==> src/rtl/scrb_defs.svh <==
`ifndef SCRB_DEFS_SVH
`define SCRB_DEFS_SVH

// Register numbers
`define SCRB_RUN_AND_INPUT_COMMAND    16'h0001
`define SCRB_SPEED_SETPOINT           16'h0002
`define SCRB_VOLTS_PER_HERTZ_GAIN     16'h0003
`define SCRB_LOOP_SETPOINT            16'h0006
`define SCRB_ANALOG_OUT_ONE_LEVEL     16'h0007
`define SCRB_ANALOG_OUT_TWO_LEVEL     16'h0008
`define SCRB_DIGITAL_OUTPUT_OVERRIDE  16'h0009
`define SCRB_PULSE_OUT_FREQUENCY      16'h000a
`define SCRB_SOURCE_SELECTION         16'h000f
`define SCRB_MONITOR_BASE             16'h0020
`define SCRB_MONITOR_LAST             16'h003f

// Run and input command fields
`define SCRB_RUN_BIT0                 0
`define SCRB_RUN_BIT1                 1
`define SCRB_EXT_FAULT_BIT            2
`define SCRB_FAULT_RESET_BIT          3
`define SCRB_VIN1_BIT                 4
`define SCRB_VIN2_BIT                 5
`define SCRB_VIN3_LSB                 6
`define SCRB_RUN_CMD_MASK             16'h07ff

// Digital override fields
`define SCRB_RELAY_BIT                0
`define SCRB_OPTO1_BIT                1
`define SCRB_OPTO2_BIT                2
`define SCRB_FAULT_EN_BIT             6
`define SCRB_FAULT_CONTACT_BIT        7
`define SCRB_DOUT_MASK                16'h00c7

// Source selection fields
`define SCRB_PID_SEL_BIT              1
`define SCRB_BCAST_S5_BIT             12
`define SCRB_SRC_SEL_MASK             16'h7002

// Function codes and limits
`define SCRB_FUNC_SERIAL_REF          8'h28
`define SCRB_FUNC_SERIAL_CTRL         8'h2a
`define SCRB_PULSE_MAX                16'h7d00
`define SCRB_RESET_WORD               16'h0000

`endif

==> src/rtl/scrb_pkg.sv <==
package scrb_pkg;
    typedef enum logic [1:0] {
        SCRB_CLASS_COMMAND   = 2'b00,
        SCRB_CLASS_MONITOR   = 2'b01,
        SCRB_CLASS_BROADCAST = 2'b10,
        SCRB_CLASS_NONE      = 2'b11
    } scrb_class_t;

    typedef enum logic [1:0] {
        SCRB_ACC_IDLE   = 2'b00,
        SCRB_ACC_ACCEPT = 2'b01,
        SCRB_ACC_REJECT = 2'b10
    } scrb_acc_t;
endpackage

==> src/rtl/scrb_class_decode.sv <==
`timescale 1ns/1ps
`include "scrb_defs.svh"

module scrb_class_decode (
    input  wire logic [15:0]          i_addr,
    output scrb_pkg::scrb_class_t     o_class
);
    always_comb begin
        if (i_addr < `SCRB_MONITOR_BASE) begin
            o_class = scrb_pkg::SCRB_CLASS_COMMAND;
        end else if (i_addr <= `SCRB_MONITOR_LAST) begin
            o_class = scrb_pkg::SCRB_CLASS_MONITOR;
        end else begin
            o_class = scrb_pkg::SCRB_CLASS_BROADCAST;
        end
    end
endmodule

==> src/rtl/scrb_run_decode.sv <==
`timescale 1ns/1ps
`include "scrb_defs.svh"

module scrb_run_decode (
    input  wire logic        i_run_method_select,
    input  wire logic [1:0]  i_run_bits,
    output logic             o_fwd_run,
    output logic             o_rev_run
);
    always_comb begin
        if (i_run_method_select) begin
            // Bit 0 is run/stop, bit 1 picks reverse
            o_fwd_run = i_run_bits[0] & ~i_run_bits[1];
            o_rev_run = i_run_bits[0] & i_run_bits[1];
        end else begin
            // Both set is passed as is; the motor logic resolves it
            o_fwd_run = i_run_bits[0];
            o_rev_run = i_run_bits[1];
        end
    end
endmodule

==> src/rtl/scrb_bank.sv <==
// Behaviour
// Every command register is readable and writable; reads return the last write.
// Register space splits into command, monitor and broadcast classes.
// Master writes zero in unused bits and avoids reserved registers.
// Run method 0: bit 0 forward run, bit 1 reverse run.
// Run method 1: bit 0 run/stop, bit 1 selects reverse.
// Bit 2 external fault, bit 3 fault reset, bits 6-A virtual inputs 3-7.
// Bit 4 is virtual input 1, or serial reference select when function is 40.
// Bit 5 is virtual input 2, or serial control select when function is 42.
// Speed setpoint is scaled per the display unit setting.
// Loop setpoint is signed, 0.01 percent per count.
// Analog out words set outputs one and two; 4000h is 10 V.
// Override bits 0-2 drive relay and both optocoupler outputs.
// Fault contact follows bit 7 only while bit 6 enables it.
// Pulse output frequency accepted only in 0 to 32000 Hz.
// Source selection: bit 1 PID input, bits C-E broadcast terminals 5-7.
// Writes to monitor registers are rejected.
// Each register is one 16-bit word, bit 0 least significant.
`timescale 1ns/1ps
`include "scrb_defs.svh"

module scrb_bank (
    input  wire logic          i_clk,
    input  wire logic          i_sys_rst,
    input  wire logic          i_wr_en,
    input  wire logic          i_rd_en,
    input  wire logic [15:0]   i_addr,
    input  wire logic [15:0]   i_wdata,
    output logic [15:0]        o_rdata,
    output logic               o_rd_valid,
    output logic               o_ack,
    output logic               o_err,
    output logic               o_monitor_rd,
    output logic               o_broadcast_rd,
    input  wire logic          i_run_method_select,
    input  wire logic [7:0]    i_input_one_function,
    input  wire logic [7:0]    i_input_two_function,
    input  wire logic [1:0]    i_display_unit,
    output logic               o_fwd_run,
    output logic               o_rev_run,
    output logic               o_serial_external_fault,
    output logic               o_fault_reset,
    output logic [6:0]         o_virtual_inputs,
    output logic               o_serial_reference_select,
    output logic               o_serial_control_select,
    output logic [15:0]        o_speed_setpoint,
    output logic [1:0]         o_speed_units,
    output logic [15:0]        o_vf_gain,
    output logic signed [15:0] o_loop_setpoint,
    output logic [15:0]        o_analog_out_one,
    output logic [15:0]        o_analog_out_two,
    output logic               o_relay_contact_terminals,
    output logic               o_optocoupler_out_one,
    output logic               o_optocoupler_out_two,
    output logic               o_fault_contact_override,
    output logic               o_fault_contact_level,
    output logic [15:0]        o_pulse_train_out,
    output logic               o_pid_serial_select,
    output logic               o_input_terminal_five,
    output logic               o_input_terminal_six,
    output logic               o_input_terminal_seven
);
    logic [15:0] run_q;
    logic [15:0] speed_q;
    logic [15:0] gain_q;
    logic [15:0] loop_q;
    logic [15:0] aout1_q;
    logic [15:0] aout2_q;
    logic [15:0] dout_q;
    logic [15:0] pulse_q;
    logic [15:0] srcsel_q;
    logic [15:0] rdata_d;
    logic [15:0] rdata_q;
    logic        rd_valid_q;
    logic        fwd_d;
    logic        rev_d;
    logic        is_cmd;
    logic        is_mapped;
    logic        wr_ok;
    logic        pulse_ok;
    scrb_pkg::scrb_class_t acc_class;
    scrb_pkg::scrb_acc_t   acc_q;

    scrb_class_decode u_class (
        .i_addr  (i_addr),
        .o_class (acc_class)
    );

    assign is_cmd = (acc_class == scrb_pkg::SCRB_CLASS_COMMAND);

    always_comb begin
        case (i_addr)
            `SCRB_RUN_AND_INPUT_COMMAND,
            `SCRB_SPEED_SETPOINT,
            `SCRB_VOLTS_PER_HERTZ_GAIN,
            `SCRB_LOOP_SETPOINT,
            `SCRB_ANALOG_OUT_ONE_LEVEL,
            `SCRB_ANALOG_OUT_TWO_LEVEL,
            `SCRB_DIGITAL_OUTPUT_OVERRIDE,
            `SCRB_PULSE_OUT_FREQUENCY,
            `SCRB_SOURCE_SELECTION: is_mapped = 1'b1;
            default: is_mapped = 1'b0;
        endcase
    end

    assign pulse_ok = (i_wdata <= `SCRB_PULSE_MAX);
    // Reserved words and monitor space never store; out of range pulse values also refused
    assign wr_ok    = i_wr_en && is_cmd && is_mapped &&
                      ((i_addr != `SCRB_PULSE_OUT_FREQUENCY) || pulse_ok);

    // Unused bits are masked so reads never show stray writes from a careless master
    always_ff @(posedge i_clk) begin
        if (i_sys_rst) begin
            run_q    <= `SCRB_RESET_WORD;
            speed_q  <= `SCRB_RESET_WORD;
            gain_q   <= `SCRB_RESET_WORD;
            loop_q   <= `SCRB_RESET_WORD;
            aout1_q  <= `SCRB_RESET_WORD;
            aout2_q  <= `SCRB_RESET_WORD;
            dout_q   <= `SCRB_RESET_WORD;
            pulse_q  <= `SCRB_RESET_WORD;
            srcsel_q <= `SCRB_RESET_WORD;
        end else if (wr_ok) begin
            case (i_addr)
                `SCRB_RUN_AND_INPUT_COMMAND:   run_q    <= i_wdata & `SCRB_RUN_CMD_MASK; // see
                `SCRB_SPEED_SETPOINT:          speed_q  <= i_wdata;
                `SCRB_VOLTS_PER_HERTZ_GAIN:    gain_q   <= i_wdata;
                `SCRB_LOOP_SETPOINT:           loop_q   <= i_wdata;
                `SCRB_ANALOG_OUT_ONE_LEVEL:    aout1_q  <= i_wdata;
                `SCRB_ANALOG_OUT_TWO_LEVEL:    aout2_q  <= i_wdata;
                `SCRB_DIGITAL_OUTPUT_OVERRIDE: dout_q   <= i_wdata & `SCRB_DOUT_MASK;
                `SCRB_PULSE_OUT_FREQUENCY:     pulse_q  <= i_wdata;
                `SCRB_SOURCE_SELECTION:        srcsel_q <= i_wdata & `SCRB_SRC_SEL_MASK;
                default: begin
                end
            endcase
        end
    end

    always_comb begin
        case (i_addr)
            `SCRB_RUN_AND_INPUT_COMMAND:   rdata_d = run_q; // see
            `SCRB_SPEED_SETPOINT:          rdata_d = speed_q;
            `SCRB_VOLTS_PER_HERTZ_GAIN:    rdata_d = gain_q;
            `SCRB_LOOP_SETPOINT:           rdata_d = loop_q;
            `SCRB_ANALOG_OUT_ONE_LEVEL:    rdata_d = aout1_q;
            `SCRB_ANALOG_OUT_TWO_LEVEL:    rdata_d = aout2_q;
            `SCRB_DIGITAL_OUTPUT_OVERRIDE: rdata_d = dout_q;
            `SCRB_PULSE_OUT_FREQUENCY:     rdata_d = pulse_q;
            `SCRB_SOURCE_SELECTION:        rdata_d = srcsel_q;
            default:                       rdata_d = `SCRB_RESET_WORD;
        endcase
    end

    always_ff @(posedge i_clk) begin
        if (i_sys_rst) begin
            rdata_q    <= `SCRB_RESET_WORD;
            rd_valid_q <= 1'b0;
        end else begin
            rd_valid_q <= i_rd_en && !i_wr_en;
            if (i_rd_en && !i_wr_en) begin
                rdata_q <= rdata_d;
            end
        end
    end

    always_ff @(posedge i_clk) begin
        if (i_sys_rst) begin
            acc_q <= scrb_pkg::SCRB_ACC_IDLE;
        end else if (i_wr_en) begin
            acc_q <= wr_ok ? scrb_pkg::SCRB_ACC_ACCEPT : scrb_pkg::SCRB_ACC_REJECT;
        end else if (i_rd_en) begin
            acc_q <= scrb_pkg::SCRB_ACC_ACCEPT;
        end else begin
            acc_q <= scrb_pkg::SCRB_ACC_IDLE;
        end
    end

    assign o_rdata        = rdata_q;
    assign o_rd_valid     = rd_valid_q;
    assign o_ack          = (acc_q == scrb_pkg::SCRB_ACC_ACCEPT);
    assign o_err          = (acc_q == scrb_pkg::SCRB_ACC_REJECT);
    // Monitor and broadcast reads are served elsewhere; flag them to that logic
    assign o_monitor_rd   = i_rd_en && (acc_class == scrb_pkg::SCRB_CLASS_MONITOR);
    assign o_broadcast_rd = i_rd_en && (acc_class == scrb_pkg::SCRB_CLASS_BROADCAST);

    scrb_run_decode u_run (
        .i_run_method_select (i_run_method_select),
        .i_run_bits          (run_q[`SCRB_RUN_BIT1:`SCRB_RUN_BIT0]),
        .o_fwd_run           (fwd_d),
        .o_rev_run           (rev_d)
    ); // see

    // Decoded controls registered so the motor side sees clean levels
    always_ff @(posedge i_clk) begin
        if (i_sys_rst) begin
            o_fwd_run                 <= 1'b0;
            o_rev_run                 <= 1'b0;
            o_serial_external_fault   <= 1'b0;
            o_fault_reset             <= 1'b0;
            o_virtual_inputs          <= 7'h00;
            o_serial_reference_select <= 1'b0;
            o_serial_control_select   <= 1'b0;
        end else begin
            o_fwd_run               <= fwd_d; // see
            o_rev_run               <= rev_d;
            o_serial_external_fault <= run_q[`SCRB_EXT_FAULT_BIT];
            o_fault_reset           <= run_q[`SCRB_FAULT_RESET_BIT];
            o_virtual_inputs[6:2]   <= run_q[`SCRB_VIN3_LSB +: 5];
            if (i_input_one_function == `SCRB_FUNC_SERIAL_REF) begin
                o_serial_reference_select <= run_q[`SCRB_VIN1_BIT];
                o_virtual_inputs[0]       <= 1'b0;
            end else begin
                o_serial_reference_select <= 1'b0;
                o_virtual_inputs[0]       <= run_q[`SCRB_VIN1_BIT];
            end
            if (i_input_two_function == `SCRB_FUNC_SERIAL_CTRL) begin
                o_serial_control_select <= run_q[`SCRB_VIN2_BIT];
                o_virtual_inputs[1]     <= 1'b0;
            end else begin
                o_serial_control_select <= 1'b0;
                o_virtual_inputs[1]     <= run_q[`SCRB_VIN2_BIT];
            end
        end
    end

    always_ff @(posedge i_clk) begin
        if (i_sys_rst) begin
            o_relay_contact_terminals <= 1'b0;
            o_optocoupler_out_one     <= 1'b0;
            o_optocoupler_out_two     <= 1'b0;
            o_fault_contact_override  <= 1'b0;
            o_fault_contact_level     <= 1'b0;
            o_pid_serial_select       <= 1'b0;
            o_input_terminal_five     <= 1'b0;
            o_input_terminal_six      <= 1'b0;
            o_input_terminal_seven    <= 1'b0;
        end else begin
            o_relay_contact_terminals <= dout_q[`SCRB_RELAY_BIT];
            o_optocoupler_out_one     <= dout_q[`SCRB_OPTO1_BIT];
            o_optocoupler_out_two     <= dout_q[`SCRB_OPTO2_BIT];
            o_fault_contact_override  <= dout_q[`SCRB_FAULT_EN_BIT];
            o_fault_contact_level     <= dout_q[`SCRB_FAULT_EN_BIT] & dout_q[`SCRB_FAULT_CONTACT_BIT];
            o_pid_serial_select       <= srcsel_q[`SCRB_PID_SEL_BIT];
            o_input_terminal_five     <= srcsel_q[`SCRB_BCAST_S5_BIT];
            o_input_terminal_six      <= srcsel_q[`SCRB_BCAST_S5_BIT + 1];
            o_input_terminal_seven    <= srcsel_q[`SCRB_BCAST_S5_BIT + 2];
        end
    end

    assign o_speed_setpoint = speed_q;
    assign o_speed_units    = i_display_unit;
    assign o_vf_gain        = gain_q;
    assign o_loop_setpoint  = $signed(loop_q);
    assign o_analog_out_one = aout1_q;
    assign o_analog_out_two = aout2_q;
    assign o_pulse_train_out = pulse_q;

    AST_READBACK: assert property (@(posedge i_clk) disable iff (i_sys_rst)
        (wr_ok && i_addr == `SCRB_LOOP_SETPOINT) ##1 (i_rd_en && !i_wr_en && i_addr == `SCRB_LOOP_SETPOINT)
        |=> (o_rdata == $past(i_wdata, 2)) && o_rd_valid)
        else $error("Readback differs from last write");
    AST_MONITOR_REJECT: assert property (@(posedge i_clk) disable iff (i_sys_rst)
        (i_wr_en && i_addr >= `SCRB_MONITOR_BASE) |=> (o_err && !o_ack))
        else $error("Monitor write not rejected");
    AST_PULSE_RANGE: assert property (@(posedge i_clk) disable iff (i_sys_rst)
        (i_wr_en && i_addr == `SCRB_PULSE_OUT_FREQUENCY && i_wdata > `SCRB_PULSE_MAX)
        |=> ($stable(pulse_q) && o_err))
        else $error("Out of range pulse value stored");
    AST_FWD_M0: assert property (@(posedge i_clk) disable iff (i_sys_rst)
        (!i_run_method_select && run_q[0]) |=> o_fwd_run)
        else $error("Forward run missing in method 0");
    AST_REV_M1: assert property (@(posedge i_clk) disable iff (i_sys_rst)
        (i_run_method_select && run_q[1:0] == 2'b10) |=> (!o_rev_run && !o_fwd_run))
        else $error("Direction without run in method 1");
    AST_EXT_FAULT: assert property (@(posedge i_clk) disable iff (i_sys_rst)
        1'b1 |=> (o_serial_external_fault == $past(run_q[2]) && o_virtual_inputs[6] == $past(run_q[10])))
        else $error("Fault or input bit mismatch");
    AST_SERIAL_REF: assert property (@(posedge i_clk) disable iff (i_sys_rst)
        (i_input_one_function == 8'h28 && run_q[4]) |=> (o_serial_reference_select && !o_virtual_inputs[0]))
        else $error("Serial reference select not taken");
    AST_SERIAL_CTRL: assert property (@(posedge i_clk) disable iff (i_sys_rst)
        (i_input_two_function != 8'h2a) |=> !o_serial_control_select)
        else $error("Serial control select without function 42");
    AST_FAULT_CONTACT: assert property (@(posedge i_clk) disable iff (i_sys_rst)
        (!dout_q[6]) |=> !o_fault_contact_level)
        else $error("Fault contact driven while disabled");
    AST_RELAY: assert property (@(posedge i_clk) disable iff (i_sys_rst)
        (wr_ok && i_addr == `SCRB_DIGITAL_OUTPUT_OVERRIDE) |-> ##2 (o_relay_contact_terminals == $past(i_wdata[0], 2)))
        else $error("Relay output not following write");
    AST_SRC_SEL: assert property (@(posedge i_clk) disable iff (i_sys_rst)
        1'b1 |=> (o_input_terminal_seven == $past(srcsel_q[14]) && o_pid_serial_select == $past(srcsel_q[1])))
        else $error("Source selection bit mismatch");
endmodule

==> config.mk <==
export PLATFORM = sky130hd
export DESIGN_NAME = scrb_bank
export DESIGN_NICKNAME = d
export VERILOG_FILES = /design/src/rtl/scrb_pkg.sv /design/src/rtl/scrb_class_decode.sv /design/src/rtl/scrb_run_decode.sv /design/src/rtl/scrb_bank.sv
export VERILOG_INCLUDE_DIRS = /design/src /design/src/rtl
export SDC_FILE = /design/constraint.sdc
export NUM_CORES = 1
export LEC_CHECK = 0
export ABC_AREA = 0
export BUFFER_PORTS_ARGS = -buffer_cell sky130_fd_sc_hd__clkbuf_2
export CAP_MARGIN = 20
export CORE_MARGIN = 3
export CORE_UTILIZATION = 47
export CTS_CLUSTER_SIZE = 20
export DETAILED_ROUTE_END_ITERATION = 8
export PLACE_DENSITY = 0.77
export SYNTH_ARGS = -nofsm -noshare
export SYNTH_HDL_FRONTEND = slang
export SYNTH_SLANG_ARGS = --single-unit
==> constraint.sdc <==
create_clock -name i_clk -period 2.44 [get_ports i_clk]
set_input_delay 0.488 -clock i_clk [delete_from_list [all_inputs] [get_ports i_clk]]
set_output_delay 0.488 -clock i_clk [all_outputs]
set_load 0.03 [all_outputs]
**After elaboration in Yosys (flattened, before gate mapping)**

Memory sizes are Yosys's and may differ from the RTL's.
Index checks and enable logic that the tools add are counted.

- Equality and inequality tests: 16
- Reduce and logical (&&, ||, !) cells: 23
- Multiplexer cells: 9
- $lt $le $gt $ge: 3
- Bitwise logic cells: 6

Operators by type and width:

| kind | number |
|---|---|
| one-hot mux 16 bit (9 select lines) | 1 |
| equality test 16 x 4 -> 1 bit (second input constant) | 4 |
| equality test 16 x 2 -> 1 bit (second input constant) | 2 |
| equality test 16 x 3 -> 1 bit (second input constant) | 2 |
| AND reduction 2 bit | 9 |
| equality test 16 x 1 -> 1 bit (second input constant) | 1 |
| equality test 8 x 6 -> 1 bit (second input constant) | 2 |
| less-or-equal comparator 16 x 15 -> 1 bit (second input constant) | 1 |
| less-or-equal comparator 16 x 6 -> 1 bit (second input constant) | 1 |
| less-than comparator 16 x 6 -> 1 bit (second input constant) | 1 |
| != test 16 x 4 -> 1 bit (second input constant) | 1 |
| logical NOT 12 bit | 1 |
| two-way mux 2 bit | 4 |
| OR reduction 2 bit | 4 |
| logical AND 1 bit | 6 |
| equality test 2 x 1 -> 1 bit (second input constant) | 2 |
| equality test 2 bit (second input constant) | 2 |
| two-way mux 1 bit | 4 |
| bitwise AND 1 bit | 3 |
| NOT 1 bit | 3 |
| logical NOT 2 bit | 1 |
| logical NOT 1 bit | 1 |
| logical OR 1 bit | 1 |

- Memories kept: 1
- Register bits: 157
- Bits of input ports: 55
- Memory bits (read-only): 16
- Output and inout bits: 141
- Logic and storage cells: 88

Memories:

| memory | depth | bits a word | read ports | clocked after memory_dff | write ports | line | RTL |
|---|---|---|---|---|---|---|---|
| (name not given) | 16 | 1 | 1 | 0 | 0 | scrb_bank.sv:92 | `case (i_addr)` |

**Longest topological paths before layout**

Gate-level depths: netlist (run 1).

- Word-level depth: 9
- Depth in mapped cells: 8
- Depth with buffers taken out: 5

**Hierarchy**

From an unflattened synthesis (run 1), not the netlist that was laid out.

- Cell total of the unflattened synthesis: 715
- Area total of the unflattened synthesis: 6561.3 um2

By module, submodules not included:

| module | area each (um2) | cells an instance | instances | seq. area each (um2) |
|---|---|---|---|---|
| scrb_bank | 6511.2 | 707 | 1 | 3143.0 |
| scrb_class_decode | 30.0 | 5 | 1 | 0.0 |
| scrb_run_decode | 20.0 | 3 | 1 | 0.0 |

**Least setup slack after synthesis (run 1)**

No wires, ideal clock.

- Path type: input to output
- From: in i_addr[11]
- To: out o_monitor_rd
- Arrival time: 2.406 ns
- Required time: 1.952 ns
- Path buffers: 1
- Path slack: -0.454 ns
- Stages on the path: 4
- Path through: or4_4 buf_6 or2_2 nor4_1

- Cells in the longest elaborated chain, start to end: 5
- Elaborated cells between the ends (all ways): 6
- Those cells by class: order compare (2); eq/ne (1); mux (2); reduce/logical (1)

RTL lines:

| element | line | RTL |
|---|---|---|
| from (decl) | scrb_bank.sv:27 | `input wire logic [15:0] i_addr,` |
| less-or-equal comparator 16 x 6 -> 1 bit (no line) | - |  |
| two-way mux 2 bit | scrb_class_decode.sv:11 | `` end else if (i_addr <= `SCRB_MONITOR_LAST) begin `` |
| two-way mux 2 bit (*) | scrb_class_decode.sv:9 | `` if (i_addr < `SCRB_MONITOR_BASE) begin `` |
| equality test 2 x 1 -> 1 bit (*) | scrb_bank.sv:184 | `assign o_monitor_rd = i_rd_en && (acc_class == scrb_pkg::SCRB_CLASS_MONITOR);` |
| logical AND 1 bit (*) | scrb_bank.sv:184 |  |
| to (decl) | scrb_bank.sv:33 | `output logic o_monitor_rd,` |

Every way passes the cells marked *; elsewhere a longest branch is shown, timed or not.

**Worst setup path after layout (run 1)**

- From: in i_addr[15]
- To: out o_monitor_rd

Same word-level chain as after synthesis.

==> results of run 1 <==
worst max-delay path by stage:
stage	slack (ps)	end	cells past startpoint
after floorplan	50	o_monitor_rd	4
after global placement	-5	srcsel_q[12]	6
after detailed placement	-60	o_vf_gain[11]	9
after CTS	30	o_monitor_rd	5
after global routing	6	o_monitor_rd	5
final	40	o_monitor_rd	5
kinds of logic (layout without fill, tap and decap cells):
group / after synthesis / count (layout) / synth area share, %
multiplexers: 31 / 31 / 4.83
buffers and inverters: 83 / 288 / 5.93
XOR/XNOR: 1 / 1 / 0.133
AO/OA/AOI/OAI: 202 / 202 / 18.3
AND/OR/NAND/NOR: 322 / 322 / 23.1
flip-flops: 157 / 157 / 47.8
layer usage:
layer | track usage [%] | routed length [microns] | vias to the layer above
met2 | 44.8 | 10400 | 340
li1 | - | - | 3128
met3 | 7.33 | 2170 | 35
met5 | 0 | 0 | -
met4 | 9.22 | 403 | 0
met1 | 38.2 | 9530 | 3176
through the flow:
stage	hold slack, ps	cell area, sq um	TNS, ps	util [%]	power (mW)
2_1_floorplan	433	6590	0	-	2.78
3_3_place_gp	435	8000	-20.5	59.5	2.91
3_5_place_dp	443	8000	-454	59.5	2.91
4_1_cts	247	8610	0	64.0	5.64
5_1_grt	250	8610	0	64.0	5.77
6_report	253	8610	0	64.0	5.63
final cells by class:
class / instances / area, sq um / area share [%]
flip-flops and latches: 157 / 3140 / 36.5
multi-input cells: 556 / 3080 / 35.8
repair buffers: 253 / 1540 / 17.8
clock buffers: 19 / 443 / 5.14
well taps: 176 / 220 / 2.56
clock inverters: 12 / 169 / 1.96
inverters: 4 / 15.0 / 0.174
synth_stat cells (3+ instances only):
master / number
nor4bb_1: 3
a211oi_1: 3
a22oi_1: 19
nor3b_1: 6
a22o_1: 5
and3_1: 9
and2_1: 6
buf_6: 4
nand3_1: 21
a21oi_1: 111
buf_1: 3
mux2_2: 6
inv_1: 4
a32oi_1: 3
clkbuf_2: 3
nor4_1: 7
nor2_1: 27
o211a_1: 3
a222oi_1: 4
o21ai_0: 25
buf_2: 18
nand2b_1: 3
nor2b_1: 21
dfxtp_1: 157
nor4b_1: 4
nand2_1: 195
a221oi_1: 7
buf_4: 6
a31oi_1: 3
clkbuf_1: 45
mux2i_1: 25
o21ai_1: 7
flip-flops by register name (all words and copies together), names as in the netlist, 2 cells and up:
| register | cells |
|---|---|
| o_analog_out_one | 16 |
| o_analog_out_two | 16 |
| o_loop_setpoint | 16 |
| o_pulse_train_out | 16 |
| o_rdata | 16 |
| o_speed_setpoint | 16 |
| o_vf_gain | 16 |
| run_q | 11 |
| o_virtual_inputs | 7 |
| dout_q | 5 |
| srcsel_q | 4 |
| acc_q | 2 |
repair_timing:
action                                 CTS  global route
resized for setup                        0             1
endpoints found under the hold margin    0             0
setup endpoints to repair                0             1
layout by cell type (no fill, tap or decap), drive strengths merged, types with 5 or more instances in the layout:
cell type / synthesis / final
a221oi: 7 / 7
nand3: 22 / 22
nor2b: 22 / 22
buf: 31 / 64
nor4: 8 / 8
and3: 9 / 9
nor3b: 6 / 6
clkinv: 0 / 5
a22oi: 19 / 19
inv: 4 / 5
and2: 6 / 6
mux2i: 25 / 25
dfxtp: 157 / 157
o21ai: 32 / 32
mux2: 6 / 6
clkbuf: 48 / 208
a22o: 5 / 5
nor2: 27 / 27
nand2: 195 / 195
a21oi: 111 / 111
report_power, final:
| group | internal, mW | switching (mW) | leakage (nW) | total (mW) |
|---|---|---|---|---|
| combinational | 0.101 | 0.193 | 1.97 | 0.293 |
| sequential | 2.57 | 0.000773 | 1.26 | 2.57 |
| clock | 1.73 | 1.05 | 0.299 | 2.77 |
worst max-delay path, cell delays in order:
cell and delay (ps):
clkbuf_2 80, or4_1 570, or2_2 340, nor4_4 200
buf_2 230
==> flow_summary.ini, run 1 <==
[job]
cap_violations = 0

[sta]
setup_viol = 0
period_share_pct = 98.3
rsz0062_at_grt = no
slew_viol_final = 0
finalWorstSetupSlack_ps = 40.8
worst-slew-pin-transition_ps = 704
max-slew-margin-rel_pct = 52.6
clock-skew-final_ps = 7.88
fmax_mhz = 417
fin_crit_ps = 2400
hold_violations = 0

[setup_path]
worst-endpoint-required_ps = 1950
ff2ff_setup_slack_ps = 840
reg2reg_depth = 5
arrival_ps = 1910
critPathCaptureType = output pin
r2r-end = o_rdata[7]
setup.worst_path.class = input pin to output pin
path_max_fanout = 4
crit-reg2reg-launch = dout_q[7]
crit_start = i_addr[15]
start_kind = input pin

[routing]
num_vias = 6679
drcViolationCount = 0
dr.pass1.iters = 8
drt-wirelength-per-cell_microns = 19.1
ant_nets = 0
vias_per_cell = 5.67
drt-initial-drc-count = 759
routed_wl_mm = 22.5

[power]
power_leakage_nw = 3.53
powerDensity_nw_per_um2 = 654
ir_drop_mv = 0.459

[logic_synthesis]
synthTopCellsByArea = dfxtp_1, nand2_1, a21oi_1
synth_area_sq_um = 6580
synth_area_leader_cell = dfxtp_1
syn_nets = 851
ys_types = 58
synth_cells = 796
yosys_warnings = 0
ys_ff_latch = 157
synth_edf_count = 0
yosys_most_used_dff = dfxtp_1
avgSynthCellArea_sq_um = 8.26
synth_top_area_share_pct = 47.8
synth-seq-area-share_pct = 47.8
async_flop_share_pct = 0

[clocking]
post_cts_buffers = 0
htreeDepth = 4
cts_inserted_buffers = 17
clkTransAtPathRegs_ps = 60
clock_sink_count = 157
clock_latency_ps = 430
clockBufferDepth = 2
clock-root-buffer = clkbuf_16
cts_tree = yes
ctsHoldBuffers = 0

[cells_and_area]
final_layout_size_suffix_gt1_share_pct = 30.6
diodes = 0
final_nets = 1044
synthToLayoutAreaGrowth_pct = 30.9
num-fill-cells = 1227
finalNonFillerCells = 1177

[floorplanning]
io_pins = 196
dieArea_sq_um = 15500
die_y_microns = 124
coreArea_sq_um = 13500
initial_core_util_pct = 48.9
chipWidth_microns = 124
row_count = 42

[placed_design]
dp_cells = 1146
preCtsSetupSlack_ps = -61.9
port_buffers = 191
hpwl_mm = 16.0
globalplace.congestion = 0.962

[min_path]
hold_path_class = input pin to flop
hp-start = i_run_method_select
hold_end = o_fwd_run
min_path_cells = 2

[global_routing]
grt_pass1_wl_mm = 35.2
antenna_found_initial = 0
grt_max_degree = 90
track_usage_pct = 28.4
overflow = 0
grt_pass1_vias = 6399

[run_status]
outcome = completed
Power figures use the tool's default switching activity.
==> inputs of run 2 (changes only) <==
MAX_ROUTING_LAYER = met4   (was not set)
==> run 2 against run 1 <==
  * Sequential cell count did not move
  * First-iteration DRC count down 1.2%
  * Maximum frequency grew 1.6%
  * Highest routed layer unchanged
==> flow_summary.ini, run 2 (synthesis gave the netlist of run 1 again) <==
[clocking]
cts_inserted_buffers = 17
cts_tree = yes
post_cts_buffers = 0
clock_latency_ps = 420
clock-root-buffer = clkbuf_16
clockBufferDepth = 2
clkTransAtPathRegs_ps = 60
clock_sink_count = 157
htreeDepth = 4

[cells_and_area]
num-fill-cells = 1213
finalNonFillerCells = 1180
diodes = 0
synthToLayoutAreaGrowth_pct = 30.5
layout_common_cells = nand2_1, clkbuf_2, dfxtp_1
final_layout_size_suffix_gt1_share_pct = 30.8
final_nets = 1046
layout_commonest_cell = nand2_1

[routing]
drt-initial-drc-count = 750
ant_nets = 0
num_vias = 6745
drcViolationCount = 0
vias_per_cell = 5.72
routed_wl_mm = 22.4
dr.pass1.iters = 7
drt-wirelength-per-cell_microns = 19.0

[sta]
worst-slew-pin-transition_ps = 661
max-slew-margin-rel_pct = 55.6
fin_crit_ps = 2360
clock-skew-final_ps = 7.48
hold_violations = 0
slew_viol_final = 0
fmax_mhz = 423
setup_viol = 0
period_share_pct = 96.8
timing.hold.ws_ps = 257
rsz0062_at_grt = no

[power]
power.total_mw = 5.45
power_switching_mw = 1.23
powerDensity_nw_per_um2 = 634
clkPwrFrac_pct = 47.4
combPwrFrac_pct = 5.5
power.share.switching_pct = 22.5
p_seq_share_pct = 47.1
p_int_mw = 4.22
power_leakage_nw = 3.52
ir_drop_mv = 0.432

[floorplanning]
initial_core_util_pct = 48.9
row_count = 42
chipWidth_microns = 124
coreArea_sq_um = 13500
dieArea_sq_um = 15500
io_pins = 196
die_y_microns = 124

[placed_design]
port_buffers = 191
dp_cells = 1148
hpwl_mm = 16.1
globalplace.congestion = 0.923

[setup_path]
crit_buf_inv = 2
crit_top_cell = clkbuf_2
ff2ff_setup_slack_ps = 910
worst-endpoint-required_ps = 1950
arrival_ps = 1870
cpPeakStageDelay_ps = 550
critPathCaptureType = output pin
start_kind = input pin
setup.worst_path.class = input pin to output pin
crit_family = simple AND/OR/NAND/NOR gates
cp_cell_sequence = clkbuf_2 > or4_4 > or2_2 > o31a_1 > clkbuf_2
path_max_fanout = 4
cp_slowest_cell = or4_4

[global_routing]
grt_pass1_vias = 6339
antenna_found_initial = 0
grt_max_degree = 83
track_usage_pct = 28.9
overflow = 0
grt_pass1_wl_mm = 34.6

[job]
cap_violations = 0

[run_status]
outcome = completed

[min_path]
hold_path_class = input pin to flop
## run 2: metrics by stage
stage / TNS (ps) / cell area [sq um] / util [%] / setup WS [ps]
after floorplan: 0 / 6590 / - / 51.8
final: 0 / 8590 / 63.8 / 77.8
after global placement: -228 / 8000 / 59.5 / -29.3
after CTS: 0 / 8580 / 63.8 / 21.2
after detailed placement: -464 / 8000 / 59.5 / -42.6
after global routing: 0 / 8590 / 63.8 / 30.1
## run 2: worst paths after layout
kind | startpoint | end | cells past startpoint
max | i_addr[11] | o_broadcast_rd | 5
min | i_run_method_select | o_fwd_run | 2
max reg2reg | dout_q[0] | o_rdata[0] | 5
min reg2reg | o_rdata[3] | o_rdata[3] | 2
## run 2: worst reg2reg max path, cell delays in order, from the launching register on
cell and delay [ps]:
dfxtp_1 350, mux2_2 270, a22oi_1 190, a21oi_1 140, nand4b_1 200, a32o_1 270
## run 2: cell type report
class / instances / area (sq um) / share of cell area [%]
Sequential cell: 157 / 3140 / 36.6
Clock inverter: 11 / 118 / 1.37
Clock buffer: 21 / 460 / 5.36
Timing Repair Buffer: 255 / 1540 / 18.0
Multi-Input combinational cell: 556 / 3090 / 36.0
Inverter: 4 / 15.0 / 0.175
Tap cell: 176 / 220 / 2.56
## run 2: power by group through the flow
stage	clock network (mW)	registers (mW)	logic, mW
after floorplan	0	2.62	0.151
after global placement	0	2.62	0.288
after detailed placement	0	2.62	0.289
after CTS	2.61	2.57	0.290
after global routing	2.71	2.56	0.312
final	2.58	2.57	0.298
## run 2: layer usage
metal  vias to the layer above  track usage (%)  routed length, microns
met4                         0             8.64                     395
met3                        45             7.68                    2240
met2                       347             44.9                   10400
met5                         -                -                       0
li1                       3157                -                       -
met1                      3196             37.0                    9310
## run 2: timing repair
action,CTS,global route
hold buffers,0,0
gates resized for setup,0,4
setup endpoints to repair,0,2
